$ cat src/ccr_regs.svh
// Purpose: Offsets, field positions and reset values of the control register bank
// Assumes: Byte-wide registers, one per aligned 32-bit Avalon word
// Notes: Byte address is four times the register index
`ifndef CCR_REGS_SVH
`define CCR_REGS_SVH
`define CCR_IDX_PORT_CFG 8'h00
`define CCR_IDX_STOP_REC 8'h0B
`define CCR_IDX_STOP_REC2 8'h0D
`define CCR_IDX_WDOG_MODE 8'h0F
`define CCR_IDX_FLAGS 8'hFC
`define CCR_IDX_REG_PTR 8'hFD
`define CCR_IDX_GP_BYTE 8'hFE
`define CCR_IDX_SP_LOW 8'hFF
`define CCR_IDX_STOP_EVT 8'hF0
`define CCR_BANK_F 4'hF
`define CCR_RST_PORT_CFG 8'hFE
`define CCR_RST_STOP_REC 8'h20
`define CCR_RST_STOP_REC2 8'h00
`define CCR_RST_WDOG_MODE 8'h0D
`define CCR_RST_ZERO 8'h00
`define CCR_PCFG_OSC 7
`define CCR_PCFG_P3 6
`define CCR_PCFG_P2 5
`define CCR_PCFG_P0_DRV 3
`define CCR_PCFG_P0_PP 2
`define CCR_PCFG_CMP 0
`define CCR_STOP_FLAG 7
`endif

$ cat src/ccr_pkg.sv
// Purpose: Types shared by the control register bank
// Assumes: Nothing beyond the register header
// Notes: Flag layout carry high to user flag one low
package ccr_pkg;
    typedef struct packed {
        logic carry;
        logic zero;
        logic sign;
        logic overflow;
        logic dec_adjust;
        logic half_carry;
        logic user_flag_two;
        logic user_flag_one;
    } ccr_flags_t;
    typedef struct packed {
        logic osc_standard;
        logic port3_standard;
        logic port2_standard;
        logic port0_standard;
        logic port0_push_pull;
        logic cmp_to_port3;
    } ccr_port_ctl_t;
    typedef enum logic [1:0] {
        CCR_IDLE = 2'b00,
        CCR_RESP = 2'b01
    } ccr_bus_state_t;
endpackage

$ cat src/ccr_flag_reg.sv
// Purpose: Status flag register with core updates and software override
// Assumes: Core update and software write arrive synchronous to clk_sys
// Notes: Contents survive reset; user flags are software owned
`timescale 1ns/10ps
module ccr_flag_reg
    import ccr_pkg::*;
(
    input wire logic clk_sys,
    input wire logic sys_rst,
    input wire logic core_upd,
    input wire logic [5:0] core_flags,
    input wire logic sw_wr,
    input wire logic [7:0] sw_data,
    output ccr_flags_t flags
);
    typedef struct packed {
        ccr_flags_t f;
        logic sw_seen;
    } ccr_flag_st_t;
    ccr_flag_st_t st;
    ccr_flag_st_t next_st;

    always_comb
    begin
        next_st = st;
        // Checking aid: high once software has given the flags a known value
        next_st.sw_seen = st.sw_seen | sw_wr;
        if (sw_wr)
        begin
            next_st.f = ccr_flags_t'(sw_data);
        end
        else if (core_upd)
        begin
            next_st.f[7:2] = core_flags;
        end
    end

    // No reset term: flag contents, user flags included, pass reset untouched
    always_ff @(posedge clk_sys)
    begin
        st <= next_st;
    end

    assign flags = st.f;

    property p_sw_over_core;
        @(posedge clk_sys) disable iff (sys_rst) sw_wr |=> (flags == $past(sw_data));
    endproperty
    a_sw_over_core: assert property (p_sw_over_core) else $error("flag write lost");
    property p_user_kept;
        @(posedge clk_sys) (st.sw_seen && !sw_wr) |=> (flags[1:0] == $past(flags[1:0]));
    endproperty
    a_user_kept: assert property (p_user_kept) else $error("user flags changed");
endmodule // ccr_flag_reg

$ cat src/ccr_ctrl_regs.sv
// Purpose: Processor control and port configuration registers on Avalon-MM
// Assumes: Byte data in bits 7:0, word address is the register index
// Notes: Bank F locations decode only while the pointer selects bank F
//
// Implementation choice: the Avalon-MM interface to the registers.
`timescale 1ns/10ps
`include "ccr_regs.svh"
module ccr_ctrl_regs
    import ccr_pkg::*;
(
    input wire logic clk_sys,
    input wire logic sys_rst,
    input wire logic [7:0] avs_address,
    input wire logic avs_read,
    input wire logic avs_write,
    input wire logic [31:0] avs_writedata,
    output logic [31:0] avs_readdata,
    output logic avs_waitrequest,
    input wire logic core_flag_upd,
    input wire logic [5:0] core_flags,
    input wire logic stop_recovery,
    input wire logic [7:0] port3_data,
    input wire logic [1:0] cmp_result,
    output ccr_flags_t status_flags,
    output logic [3:0] working_group,
    output logic [3:0] bank_select,
    output logic [7:0] stack_pointer_low_bits,
    output ccr_port_ctl_t port_ctl,
    output logic [7:0] stop_rec_cfg,
    output logic [7:0] stop_rec_cfg_two,
    output logic [7:0] watchdog_cfg,
    output logic port3_pin4,
    output logic port3_pin7
);
    ////////////////////////////////////////////////////////////////////////////
    typedef struct packed {
        ccr_bus_state_t bus;
        logic [7:0] rdata;
        logic [7:0] register_pointer;
        logic [7:0] general_purpose_byte;
        logic [7:0] stack_pointer_low;
        logic [7:0] port_configuration;
        logic [6:0] stop_recovery_control;
        logic stop_flag;
        logic [7:0] stop_recovery_control_two;
        logic [7:0] watchdog_mode;
        logic pin4;
        logic pin7;
    } ccr_state_t;

    ccr_state_t st;
    ccr_state_t next_st;
    logic flag_wr;
    ccr_flags_t flags_q;

    // Bank F locations are visible only while the bank select field is F
    function automatic logic bank_f_hit(input logic [7:0] idx, input logic [7:0] rp,
                                        input logic [7:0] want);
        return (rp[3:0] == `CCR_BANK_F) && (idx == want);
    endfunction

    ////////////////////////////////////////////////////////////////////////////
    always_comb
    begin
        next_st = st;
        flag_wr = 1'b0;
        if (stop_recovery)
        begin
            next_st.stop_flag = 1'b1;
        end
        case (st.bus)
            CCR_IDLE:
            begin
                if (avs_read || avs_write)
                begin
                    next_st.bus = CCR_RESP;
                end
                if (avs_read)
                begin
                    next_st.rdata = `CCR_RST_ZERO;
                    case (avs_address)
                        `CCR_IDX_FLAGS: next_st.rdata = flags_q;
                        `CCR_IDX_REG_PTR: next_st.rdata = st.register_pointer;
                        `CCR_IDX_GP_BYTE: next_st.rdata = st.general_purpose_byte;
                        `CCR_IDX_SP_LOW: next_st.rdata = st.stack_pointer_low;
                        default: next_st.rdata = `CCR_RST_ZERO;
                    endcase
                    if (bank_f_hit(avs_address, st.register_pointer, `CCR_IDX_STOP_REC))
                    begin
                        next_st.rdata = {st.stop_flag, 7'h00};
                    end
                end
                if (avs_write)
                begin
                    case (avs_address)
                        `CCR_IDX_FLAGS: flag_wr = 1'b1;
                        `CCR_IDX_REG_PTR: next_st.register_pointer = avs_writedata[7:0];
                        `CCR_IDX_GP_BYTE: next_st.general_purpose_byte = avs_writedata[7:0];
                        `CCR_IDX_SP_LOW: next_st.stack_pointer_low = avs_writedata[7:0];
                        default: next_st.bus = CCR_RESP;
                    endcase
                    if (bank_f_hit(avs_address, st.register_pointer, `CCR_IDX_PORT_CFG))
                    begin
                        next_st.port_configuration = avs_writedata[7:0];
                    end
                    if (bank_f_hit(avs_address, st.register_pointer, `CCR_IDX_STOP_REC))
                    begin
                        next_st.stop_recovery_control = avs_writedata[6:0];
                    end
                    if (bank_f_hit(avs_address, st.register_pointer, `CCR_IDX_STOP_REC2))
                    begin
                        next_st.stop_recovery_control_two = avs_writedata[7:0];
                    end
                    if (bank_f_hit(avs_address, st.register_pointer, `CCR_IDX_WDOG_MODE))
                    begin
                        next_st.watchdog_mode = avs_writedata[7:0];
                    end
                end
            end
            CCR_RESP:
            begin
                next_st.bus = CCR_IDLE;
            end
            default:
            begin
                next_st.bus = CCR_IDLE;
            end
        endcase
        // Comparator routing onto port 3 pins 4 and 7
        if (st.port_configuration[`CCR_PCFG_CMP])
        begin
            next_st.pin4 = cmp_result[0];
            next_st.pin7 = cmp_result[1];
        end
        else
        begin
            next_st.pin4 = port3_data[4];
            next_st.pin7 = port3_data[7];
        end
    end

    ////////////////////////////////////////////////////////////////////////////
    // Only sys_rst restores bank F; stop recovery only sets the stop flag
    always_ff @(posedge clk_sys or posedge sys_rst)
    begin
        if (sys_rst)
        begin
            st.bus <= CCR_IDLE;
            st.rdata <= `CCR_RST_ZERO;
            st.register_pointer <= `CCR_RST_ZERO;
            st.general_purpose_byte <= `CCR_RST_ZERO;
            st.stack_pointer_low <= `CCR_RST_ZERO;
            st.port_configuration <= `CCR_RST_PORT_CFG;
            st.stop_recovery_control <= 7'(`CCR_RST_STOP_REC);
            st.stop_flag <= 1'b0;
            st.stop_recovery_control_two <= `CCR_RST_STOP_REC2;
            st.watchdog_mode <= `CCR_RST_WDOG_MODE;
            st.pin4 <= 1'b0;
            st.pin7 <= 1'b0;
        end
        else
        begin
            st <= next_st;
        end
    end

    ////////////////////////////////////////////////////////////////////////////
    ccr_flag_reg u_flags (
        .clk_sys(clk_sys),
        .sys_rst(sys_rst),
        .core_upd(core_flag_upd),
        .core_flags(core_flags),
        .sw_wr(flag_wr),
        .sw_data(avs_writedata[7:0]),
        .flags(flags_q)
    );

    // Read data valid in the response cycle; waitrequest low there
    assign avs_waitrequest = (st.bus != CCR_RESP);
    assign avs_readdata = {24'h000000, st.rdata};
    assign status_flags = flags_q;
    assign working_group = st.register_pointer[7:4];
    assign bank_select = st.register_pointer[3:0];
    assign stack_pointer_low_bits = st.stack_pointer_low;
    // Port 1 has no control here at all
    assign port_ctl.osc_standard = st.port_configuration[`CCR_PCFG_OSC];
    assign port_ctl.port3_standard = st.port_configuration[`CCR_PCFG_P3];
    assign port_ctl.port2_standard = st.port_configuration[`CCR_PCFG_P2];
    assign port_ctl.port0_standard = st.port_configuration[`CCR_PCFG_P0_DRV];
    assign port_ctl.port0_push_pull = st.port_configuration[`CCR_PCFG_P0_PP];
    assign port_ctl.cmp_to_port3 = st.port_configuration[`CCR_PCFG_CMP];
    assign stop_rec_cfg = {st.stop_flag, st.stop_recovery_control};
    assign stop_rec_cfg_two = st.stop_recovery_control_two;
    assign watchdog_cfg = st.watchdog_mode;
    assign port3_pin4 = st.pin4;
    assign port3_pin7 = st.pin7;

    ////////////////////////////////////////////////////////////////////////////
    // Requests taken at this edge, for the checks below
    logic wr_taken;
    logic rd_taken;
    assign wr_taken = (st.bus == CCR_IDLE) && avs_write;
    assign rd_taken = (st.bus == CCR_IDLE) && avs_read;

    property p_stop_sets_flag;
        @(posedge clk_sys) disable iff (sys_rst) stop_recovery |=> stop_rec_cfg[7];
    endproperty
    a_stop_sets_flag: assert property (p_stop_sets_flag) else $error("stop flag not set");
    property p_flag_sticky;
        @(posedge clk_sys) disable iff (sys_rst) stop_rec_cfg[7] |=> stop_rec_cfg[7];
    endproperty
    a_flag_sticky: assert property (p_flag_sticky) else $error("stop flag dropped");
    property p_bank_keep;
        @(posedge clk_sys) disable iff (sys_rst)
            (stop_recovery && !avs_write) |=> $stable(st.port_configuration) && $stable(watchdog_cfg);
    endproperty
    a_bank_keep: assert property (p_bank_keep) else $error("bank F lost on recovery");
    // Bank 0 writes and reserved bank F places leave bank F untouched
    property p_resv_write;
        @(posedge clk_sys) disable iff (sys_rst)
            (wr_taken && !stop_recovery
                && avs_address != `CCR_IDX_PORT_CFG && avs_address != `CCR_IDX_STOP_REC
                && avs_address != `CCR_IDX_STOP_REC2 && avs_address != `CCR_IDX_WDOG_MODE)
            |=> $stable(port_ctl) && $stable(stop_rec_cfg) && $stable(stop_rec_cfg_two)
                && $stable(watchdog_cfg);
    endproperty
    a_resv_write: assert property (p_resv_write) else $error("reserved write landed");
    property p_pcfg_gate;
        @(posedge clk_sys) disable iff (sys_rst)
            (st.bus == CCR_IDLE && avs_write && bank_select != `CCR_BANK_F)
            |=> $stable(port_ctl) && $stable(watchdog_cfg);
    endproperty
    a_pcfg_gate: assert property (p_pcfg_gate) else $error("bank F written off bank");
    property p_rp_write;
        @(posedge clk_sys) disable iff (sys_rst)
            (st.bus == CCR_IDLE && avs_write && avs_address == `CCR_IDX_REG_PTR)
            |=> ##1 (working_group == $past(avs_writedata[7:4], 2));
    endproperty
    a_rp_write: assert property (p_rp_write) else $error("pointer write wrong");
    property p_cmp_route;
        @(posedge clk_sys) disable iff (sys_rst)
            port_ctl.cmp_to_port3 |=> (port3_pin4 == $past(cmp_result[0]));
    endproperty
    a_cmp_route: assert property (p_cmp_route) else $error("comparator not routed");
    property p_norm_route;
        @(posedge clk_sys) disable iff (sys_rst)
            !port_ctl.cmp_to_port3 |=> (port3_pin7 == $past(port3_data[7]));
    endproperty
    a_norm_route: assert property (p_norm_route) else $error("port data not routed");
    property p_one_wait;
        @(posedge clk_sys) disable iff (sys_rst)
            (st.bus == CCR_IDLE && (avs_read || avs_write)) |=> !avs_waitrequest ##1 avs_waitrequest;
    endproperty
    a_one_wait: assert property (p_one_wait) else $error("bus answer timing");

    // Port configuration fields follow the written byte
    property p_pcfg_write;
        @(posedge clk_sys) disable iff (sys_rst)
            (wr_taken && bank_select == `CCR_BANK_F && avs_address == `CCR_IDX_PORT_CFG)
            |=> (port_ctl.osc_standard == $past(avs_writedata[`CCR_PCFG_OSC]))
                && (port_ctl.port3_standard == $past(avs_writedata[`CCR_PCFG_P3]))
                && (port_ctl.port2_standard == $past(avs_writedata[`CCR_PCFG_P2]))
                && (port_ctl.port0_standard == $past(avs_writedata[`CCR_PCFG_P0_DRV]))
                && (port_ctl.port0_push_pull == $past(avs_writedata[`CCR_PCFG_P0_PP]))
                && (port_ctl.cmp_to_port3 == $past(avs_writedata[`CCR_PCFG_CMP]));
    endproperty
    a_pcfg_write: assert property (p_pcfg_write)
        else $error("config write lost");
    // Writes to the stop recovery register never reach the stop flag
    property p_stop_ro;
        @(posedge clk_sys) disable iff (sys_rst)
            (wr_taken && !stop_recovery && bank_select == `CCR_BANK_F
                && avs_address == `CCR_IDX_STOP_REC)
            |=> (stop_rec_cfg[`CCR_STOP_FLAG] == $past(stop_rec_cfg[`CCR_STOP_FLAG]))
                && (stop_rec_cfg[6:0] == $past(avs_writedata[6:0]));
    endproperty
    a_stop_ro: assert property (p_stop_ro) else $error("stop flag written");
    // Plain byte registers take the written byte
    property p_gp_write;
        @(posedge clk_sys) disable iff (sys_rst)
            (wr_taken && avs_address == `CCR_IDX_GP_BYTE)
            |=> (st.general_purpose_byte == $past(avs_writedata[7:0]));
    endproperty
    a_gp_write: assert property (p_gp_write) else $error("byte write lost");
    property p_sp_write;
        @(posedge clk_sys) disable iff (sys_rst)
            (wr_taken && avs_address == `CCR_IDX_SP_LOW)
            |=> (stack_pointer_low_bits == $past(avs_writedata[7:0]));
    endproperty
    a_sp_write: assert property (p_sp_write) else $error("stack byte write lost");
    // Flag read data is the value before the taking edge
    property p_flag_read;
        @(posedge clk_sys) disable iff (sys_rst)
            (rd_taken && avs_address == `CCR_IDX_FLAGS)
            |=> (avs_readdata[7:0] == $past(status_flags));
    endproperty
    a_flag_read: assert property (p_flag_read) else $error("flag read wrong");
    // Write-only registers read back as zero
    property p_wo_read;
        @(posedge clk_sys) disable iff (sys_rst)
            (rd_taken && (avs_address == `CCR_IDX_PORT_CFG || avs_address == `CCR_IDX_STOP_REC2
                || avs_address == `CCR_IDX_WDOG_MODE))
            |=> (avs_readdata == 32'h00000000);
    endproperty
    a_wo_read: assert property (p_wo_read) else $error("write-only register read");
    // The stop flag is the only readable bank F bit
    property p_stop_read;
        @(posedge clk_sys) disable iff (sys_rst)
            (rd_taken && bank_select == `CCR_BANK_F && avs_address == `CCR_IDX_STOP_REC)
            |=> (avs_readdata[`CCR_STOP_FLAG] == $past(stop_rec_cfg[`CCR_STOP_FLAG]))
                && (avs_readdata[6:0] == 7'h00);
    endproperty
    a_stop_read: assert property (p_stop_read) else $error("stop flag read wrong");
    // Off bank F the stop recovery place reads zero
    property p_hidden_read;
        @(posedge clk_sys) disable iff (sys_rst)
            (rd_taken && bank_select != `CCR_BANK_F && avs_address == `CCR_IDX_STOP_REC)
            |=> (avs_readdata == 32'h00000000);
    endproperty
    a_hidden_read: assert property (p_hidden_read) else $error("hidden place read");

    // Main scenarios
    c_stop: cover property (@(posedge clk_sys) disable iff (sys_rst) stop_recovery);
    c_bankf: cover property (@(posedge clk_sys) disable iff (sys_rst)
        avs_write && bank_select == `CCR_BANK_F);
    c_flagw: cover property (@(posedge clk_sys) disable iff (sys_rst) flag_wr && core_flag_upd);
    c_cmp: cover property (@(posedge clk_sys) disable iff (sys_rst)
        port_ctl.cmp_to_port3 && cmp_result != 2'b00);
    c_stop_read: cover property (@(posedge clk_sys) disable iff (sys_rst)
        rd_taken && bank_select == `CCR_BANK_F && avs_address == `CCR_IDX_STOP_REC);
endmodule // ccr_ctrl_regs

$ cat config.mk
export PLATFORM = sky130hd
export DESIGN_NAME = ccr_ctrl_regs
export DESIGN_NICKNAME = d
export VERILOG_FILES = /design/src/ccr_pkg.sv /design/src/ccr_flag_reg.sv /design/src/ccr_ctrl_regs.sv
export VERILOG_INCLUDE_DIRS = /design/src /design/src/src
export SDC_FILE = /design/constraint.sdc
export NUM_CORES = 1
export LEC_CHECK = 0
export ABC_AREA = 1
export BUFFER_PORTS_ARGS = -buffer_cell sky130_fd_sc_hd__buf_2
export CORE_MARGIN = 2
export CORE_UTILIZATION = 51
export CTS_BUF_LIST = sky130_fd_sc_hd__clkbuf_2
export CTS_CLUSTER_DIAMETER = 30
export DETAILED_ROUTE_END_ITERATION = 12
export GPL_ROUTABILITY_DRIVEN = 0
export GPL_TIMING_DRIVEN = 0
export HOLD_SLACK_MARGIN = 0.12
export PLACE_DENSITY_LB_ADDON = 0.3
export SETUP_SLACK_MARGIN = 0.4
export SLEW_MARGIN = 20
export SYNTH_ARGS = -nofsm -noshare
export SYNTH_HDL_FRONTEND = slang
export SYNTH_SLANG_ARGS = --single-unit
$ cat constraint.sdc
create_clock -name clk_sys -period 2.6 [get_ports clk_sys]
set_clock_uncertainty 0.05 [all_clocks]
set_input_delay 0.26 -clock clk_sys [delete_from_list [all_inputs] [get_ports clk_sys]]
set_output_delay 0.26 -clock clk_sys [all_outputs]
set_load 0.1 [all_outputs]
==> impl_metrics.env, run 1 <==
export IMPL_start_util_pct=53.1
export IMPL_num_vias=3111
export IMPL_rsz0062_at_grt="false"
export IMPL_chipHeight_um=91.4
export IMPL_setup_worst_path_end="stop_rec_cfg[5]"
export IMPL_wirelength_um=9310
export IMPL_seq_power_share_pct=49.0
export IMPL_avgRoutedWirePerCell_um=14.0
export IMPL_rr_worst_depth=6
export IMPL_ys_top_cells_by_area="dfrtp_1 (37%), buf_4 (15%), nand2_1 (9.3%), edfxtp_1 (6.2%), dfstp_2 (6.1%)"
export IMPL_multi_input_area_um2=1340
export IMPL_power_density_nw_per_um2=498
export IMPL_ys_top_cells_by_count="nand2_1 (96), buf_4 (80), dfrtp_1 (57), nand3_1 (35), o21ai_1 (26)"
export IMPL_dp_hpwl_um=6530
export IMPL_peakVddDrop_mv=0.288
export IMPL_cp_data_required_time_ps=2290
export IMPL_avgSynthCellArea_um2=9.56
export IMPL_netlist_area_leader_share_pct=36.7
export IMPL_seq_area_um2=1900
export IMPL_num_nets_final=623
export IMPL_portBuffers=96
export IMPL_critPathKind="flop to output pin"
export IMPL_worstPathArrival_ps=1620
export IMPL_synth_top_family_by_area="simple AND/OR/NAND/NOR gates"
export IMPL_die_area_um2=8340
export IMPL_finalMaxSlewViolations=0
export IMPL_total_power_mw=2.47
export IMPL_r2r_end="u_flags.flags[2]$_DFFE_PP_"
export IMPL_grt_pass1_wl_um=15000
export IMPL_core_area_um2=7330
export IMPL_drc=0
export IMPL_drive_above_1_share_pct=43.6
export IMPL_synth_largest_area_cell="dfrtp_1"
export IMPL_setup_viol=0
export IMPL_crit_path_end_kind="output pin"
export IMPL_antennaDiodeCount=0
export IMPL_pwr_share_comb_pct=21.0
export IMPL_critPathMaxFanout=2
export IMPL_n_fill_cell=601
export IMPL_yosys_area_share_xor_xnor_pct=0
export IMPL_worst_hold_slack_ps=134
export IMPL_synth_edf_count=8
export IMPL_p_leak_nw=2.74
export IMPL_max_freq_ghz=0.519
export IMPL_switching_share_pct=33.6
export IMPL_gr_total_overflow=0
export IMPL_synth_compound_area_share_pct=9.58
export IMPL_ctsHtreeMaxLevel=3
export IMPL_startpoint="stop_rec_cfg[5]$_DFFE_PP1P_"
export IMPL_hold_class="primary input to flop"
export IMPL_grt_max_degree=41
export IMPL_synth_seq_area_share_pct=48.9
export IMPL_synth_flop_cell="dfrtp_1"
export IMPL_finalCritPeriodShare_pct=74.2
export IMPL_pwr_share_clk_pct=29.9
export IMPL_drt_pass1_iterations=4
export IMPL_synth_fa_ha_area_share_pct=0
export IMPL_ys_ff_latch=74
export IMPL_async_reset_ff_share_pct=89.2
export IMPL_num_rows=31
export IMPL_yosysMostFrequentCell="nand2_1"
export IMPL_drt_iter0_drc=280
export IMPL_boundaryPins=151
export IMPL_synthMuxAreaShare_pct=0.579
export IMPL_synthCells=407
export IMPL_final_core_util_pct=67.6
export IMPL_cts_root_buf="clkbuf_2"
export IMPL_die_w_um=91.4
export IMPL_cts_resized_gates=0
export IMPL_post_dp_cell_area_um2=4610
export IMPL_finalHoldViolations=0
export IMPL_status="completed"
export IMPL_yosys_warnings=0
export IMPL_first_global_vias=3004
export IMPL_cts_sinks=74
export IMPL_via_per_inst=4.68
export IMPL_reg2reg_slack_ps=910
export IMPL_synth_cell_type_count=30
export IMPL_drtAntennaViolNets=0
export IMPL_reg2reg_from="st[66]$_DFF_PP0_"
export IMPL_p_int_mw=1.64
export IMPL_final_area_um2=4960
export IMPL_maxCapViolCount=0
export IMPL_clkTransAtPathRegs_ps=200
export IMPL_finalCriticalPeriod_ps=1930
export IMPL_synthSimpleGateAreaFrac_pct=21.8
export IMPL_areaGrowthSynthToFinish_pct=27.4
export IMPL_syn_area_um2=3890
export IMPL_crit_path_start_kind="flop"
export IMPL_fin_tns_setup_ps=0
export IMPL_cts_tree="yes"
export IMPL_antenna_found_initial=0
export IMPL_switchingPower_mw=0.830
export IMPL_cts_buffers_inserted=9
export IMPL_clk_latency_ps=530
export IMPL_track_usage_pct=23.2
export IMPL_clockBufferDepth=2
-- power by group through the flow --
stage	clock, mW	combinational [mW]	sequential (mW)
3_5_place_dp	0	0.491	1.23
3_3_place_gp	0	0.482	1.23
6_report	0.739	0.520	1.21
2_1_floorplan	0	0.348	1.29
5_1_grt	0.784	0.545	1.22
4_1_cts	0.742	0.518	1.21
-- worst min-delay path by stage --
stage                     depth (start not counted)  slack (ps)                           to              from
after floorplan                                   0         310   u_flags.flags[0]$_DFFE_PP_  avs_writedata[0]
after global placement                            1         400   u_flags.flags[0]$_DFFE_PP_  avs_writedata[0]
after detailed placement                          2         210  stop_rec_cfg[4]$_DFFE_PP0P_           sys_rst
after CTS                                         3         130  watchdog_cfg[5]$_DFFE_PP0P_  avs_writedata[5]
after global routing                              3         140  watchdog_cfg[3]$_DFFE_PP1P_  avs_writedata[3]
final                                             3         130  watchdog_cfg[5]$_DFFE_PP0P_  avs_writedata[5]
-- layout make-up --
class	count	share of cell area, %
Sequential cell	74	38.4
Multi-Input combinational cell	249	26.9
Timing Repair Buffer	119	14.5
Buffer	89	13.5
Tap cell	99	2.50
Inverter	19	1.54
Clock buffer	13	1.31
Clock inverter	3	1.31
-- worst max-delay path, cell delays in order, from the launching register on --
cell and delay (ps):
dfstp_2 580, buf_4 100, buf_2 410
-- metal layers --
metal / GRT usage (%) / share of wire (%)
met1: 31.5 / 43
met2: 37.5 / 48
met3: 4.07 / 7.0
met4: 8.84 / 1.9
met5: 0 / 0
-- flip-flops by register name, summed over array words and instances, names as in the netlist --
name	count
bank_select	4
avs_readdata	8
u_flags.flags	8
stop_rec_cfg	8
stop_rec_cfg_two	8
working_group	4
st	10
port3_pin7	1
watchdog_cfg	8
port3_pin4	1
stack_pointer_low_bits	8
port_ctl	6
-- timing repair --
action | CTS | global route
setup buffers | 0 | 0
setup endpoints to repair | 0 | 0
endpoints found under the hold margin | 103 | 0
hold buffers | 22 | 0
-- logic make-up after synthesis --
group	Yosys count
buf+inv	108
flops	74
simple gates	162
mux	2
compound gates	60
other cells	1
-- through the flow --
step / setup WS, ps / std cells
2_1_floorplan: 650 / 431
3_3_place_gp: -152 / 626
3_5_place_dp: 873 / 627
4_1_cts: 656 / 665
5_1_grt: 615 / 665
6_report: 671 / 665
-- layout by cell type, fill, tap and decap left out, drive strengths merged --
cell type / netlist / final
o21ai: 51 / 51
bufinv: 0 / 2
o21a: 8 / 8
nand4: 7 / 7
nor3: 2 / 2
clkbuf: 0 / 13
nand3: 40 / 40
clkinv: 1 / 2
inv: 18 / 18
edfxtp: 8 / 8
nor2: 12 / 12
dfrtp: 57 / 57
a21oi: 1 / 1
nand2: 99 / 99
mux2: 2 / 2
dlygate4sd3: 0 / 22
or2: 2 / 2
buf: 89 / 186
dfstp: 9 / 9
conb: 1 / 25
Power figures use the tool's default switching activity.
==> inputs of run 2 (changes only) <==
- ABC_AREA: 1 -> 0
- CORE_UTILIZATION: 51 -> 45
- clock period: 2.6 -> 1.6 ns (I/O delays scaled with it)
==> impl_metrics.env, run 2 <==
export IMPL_final_core_util_pct=82.9
export IMPL_cts_root_buf="clkbuf_2"
export IMPL_ys_ff_latch=74
export IMPL_finalCriticalPeriod_ps=1990
export IMPL_wl_met1_um=4200
export IMPL_crit_path_end_kind="flop"
export IMPL_multi_input_area_um2=1500
export IMPL_synth_flop_cell="dfrtp_1"
export IMPL_peakVddDrop_mv=0.452
export IMPL_start_util_pct=45.7
export IMPL_synth_edf_count=8
export IMPL_synth_seq_area_share_pct=51.1
export IMPL_syn_area_um2=3720
export IMPL_areaGrowthSynthToFinish_pct=81.2
export IMPL_violations="setup timing"
export IMPL_final_common_cell="buf_4"
export IMPL_crit_path_start_kind="flop"
export IMPL_slew_headroom_pct=31.4
export IMPL_async_reset_ff_share_pct=89.2
export IMPL_avgRoutedWirePerCell_um=17.5
export IMPL_worstPathArrival_ps=2350
export IMPL_avgSynthCellArea_um2=12.7
export IMPL_synth_largest_area_cell="dfrtp_1"
export IMPL_antennaDiodeCount=0
export IMPL_final_area_um2=6740
export IMPL_top_layer="met4"
export IMPL_grt_max_degree=33
export IMPL_num_vias=2934
export IMPL_num_rows=33
export IMPL_wl_met3_um=532
export IMPL_p_leak_nw=3.29
export IMPL_drive_above_1_share_pct=69.4
export IMPL_hp_start="avs_address[2]"
export IMPL_hold_class="primary input to flop"
export IMPL_reg2reg_slack_ps=-390
export IMPL_ys_top_cells_by_count="buf_4 (79), mux2_2 (61), dfrtp_1 (57), nand2_1 (11)"
export IMPL_chipHeight_um=94.9
export IMPL_die_w_um=94.9
export IMPL_reg2reg_from="st[66]$_DFF_PP0_"
export IMPL_largest_reg_flops=10
export IMPL_critPathMaxFanout=8
export IMPL_yosys_warnings=0
export IMPL_wirelength_um=10700
export IMPL_postCtsHoldBufs=24
export IMPL_via_per_inst=4.78
export IMPL_boundaryPins=151
export IMPL_n_fill_cell=406
export IMPL_core_area_um2=8130
export IMPL_drt_pass1_iterations=4
export IMPL_synthCells=292
export IMPL_wl_met2_um=5770
export IMPL_clk_latency_ps=510
export IMPL_netlist_area_leader_share_pct=38.3
export IMPL_cp_data_required_time_ps=1960
export IMPL_seq_area_um2=1910
export IMPL_clockBufferDepth=2
export IMPL_portBuffers=96
export IMPL_finalCritPeriodShare_pct=124
export IMPL_cts_buffers_inserted=9
export IMPL_finalMaxSlewViolations=0
export IMPL_synth_cell_type_count=34
export IMPL_dp_hpwl_um=5960
export IMPL_startpoint="st[66]$_DFF_PP0_"
export IMPL_setup_slack_ps=-391
export IMPL_gr_total_overflow=0
export IMPL_num_nets_final=566
export IMPL_cts_sinks=74
export IMPL_grt_pass1_wl_um=15700
export IMPL_worstMarginPinSlew_ps=1030
export IMPL_finalHoldViolations=0
export IMPL_drtAntennaViolNets=0
export IMPL_clkTransAtPathRegs_ps=220
export IMPL_antenna_found_initial=0
export IMPL_track_usage_pct=23.6
export IMPL_yosysMostFrequentCell="buf_4"
export IMPL_maxCapViolCount=0
export IMPL_rsz0062_at_grt="true"
export IMPL_mostFrequentLayoutCells="buf_4 (71), buf_12 (69), buf_6 (62)"
export IMPL_cts_tree="yes"
export IMPL_first_global_vias=2986
export IMPL_ctsHtreeMaxLevel=3
export IMPL_post_dp_cell_area_um2=4530
export IMPL_status="finished, violations left"
export IMPL_max_freq_ghz=0.502
export IMPL_drt_iter0_drc=75
export IMPL_critPathKind="flop to flop"
export IMPL_die_area_um2=9010
export IMPL_setup_viol=67
export IMPL_ys_top_cells_by_area="dfrtp_1 (38%), mux2_2 (18%), buf_4 (16%), edfxtp_1 (6.5%), dfstp_2 (6.4%)"
export IMPL_top_register="st"
export IMPL_power_density_nw_per_um2=636
export IMPL_drc=0
[run 2: cell types whose count changed after synthesis, moves of 5 or more]
cell / delta
a221oi_1: +7
inv_1: -15
mux2_2: +59
mux2i_1: +7
nand2_1: -85
nand3_1: -32
nor2_1: +5
nor2_8: -5
o21a_1: -7
o21ai_1: -26
o21ai_2: -14
[run 2: worst paths after layout]
kind                                                to  cells past startpoint
max                                 st[43]$_DFFE_PP0P_                      4
min                        avs_readdata[7]$_DFFE_PP0P_                      4
max reg2reg                         st[43]$_DFFE_PP0P_                      4
min reg2reg                         st[47]$_DFFE_PP0P_                      1
max in group asynchronous   bank_select[0]$_DFFE_PP0P_                      4
min in group asynchronous             st[66]$_DFF_PP0_                      4
[run 2: repair_timing]
action                                  in CTS  in global routing
setup buffers                               35                 20
gates cloned                                 0                  0
endpoints found under the setup margin     140                140
hold endpoints to repair                   145                  4
gates resized for setup                    356                 18
pin swaps                                    6                  6
[run 2: cell families after synthesis]
kind of cell	share of synthesized area (%)
buf+inv	16.9
flops	51.1
mux	20.9
simple gates	8.07
compound gates	2.79
other cells	0.101
[run 2: layout make-up]
| class | count | area share [%] |
|---|---|---|
| Tap cell | 105 | 1.95 |
| Sequential cell | 74 | 28.3 |
| Timing Repair Buffer | 177 | 32.4 |
| Multi-Input combinational cell | 156 | 22.3 |
| Clock buffer | 10 | 0.742 |
| Buffer | 84 | 12.6 |
| Inverter | 2 | 0.167 |
| Clock inverter | 6 | 1.58 |
[run 2: routing by layer]
metal  up-vias  track usage [%]
met3        21             4.23
met2       124             41.5
li1       1338                -
met5         -                0
met1      1451             29.3
met4         0             8.09
[run 2: per-stage QoR]
| stage | TNS, ps | worst slack, ps | power [mW] | hold WS, ps | cells |
|---|---|---|---|---|---|
| 4_1_cts | -11730 | -365 | 4.26 | -69.2 | 594 |
| 5_1_grt | -16350 | -418 | 4.44 | -13.4 | 614 |
| 2_1_floorplan | -4430 | -168 | 2.60 | 209 | 316 |
| 3_3_place_gp | -17630 | -387 | 2.72 | 311 | 517 |
| 6_report | -14070 | -391 | 4.29 | 22.5 | 614 |
| 3_5_place_dp | -18050 | -425 | 2.74 | 59.2 | 519 |
[run 2: power by group]
part	internal [mW]	switching, mW
clock	0.672	0.675
sequential	1.94	0.0354
combinational	0.335	0.637
[run 2: worst max-delay path: stages, from the launching register on]
cell      delay [ps]
dfrtp_2          490
or3b_4           430
nor4bb_1         330
buf_4            270
mux2_4           320
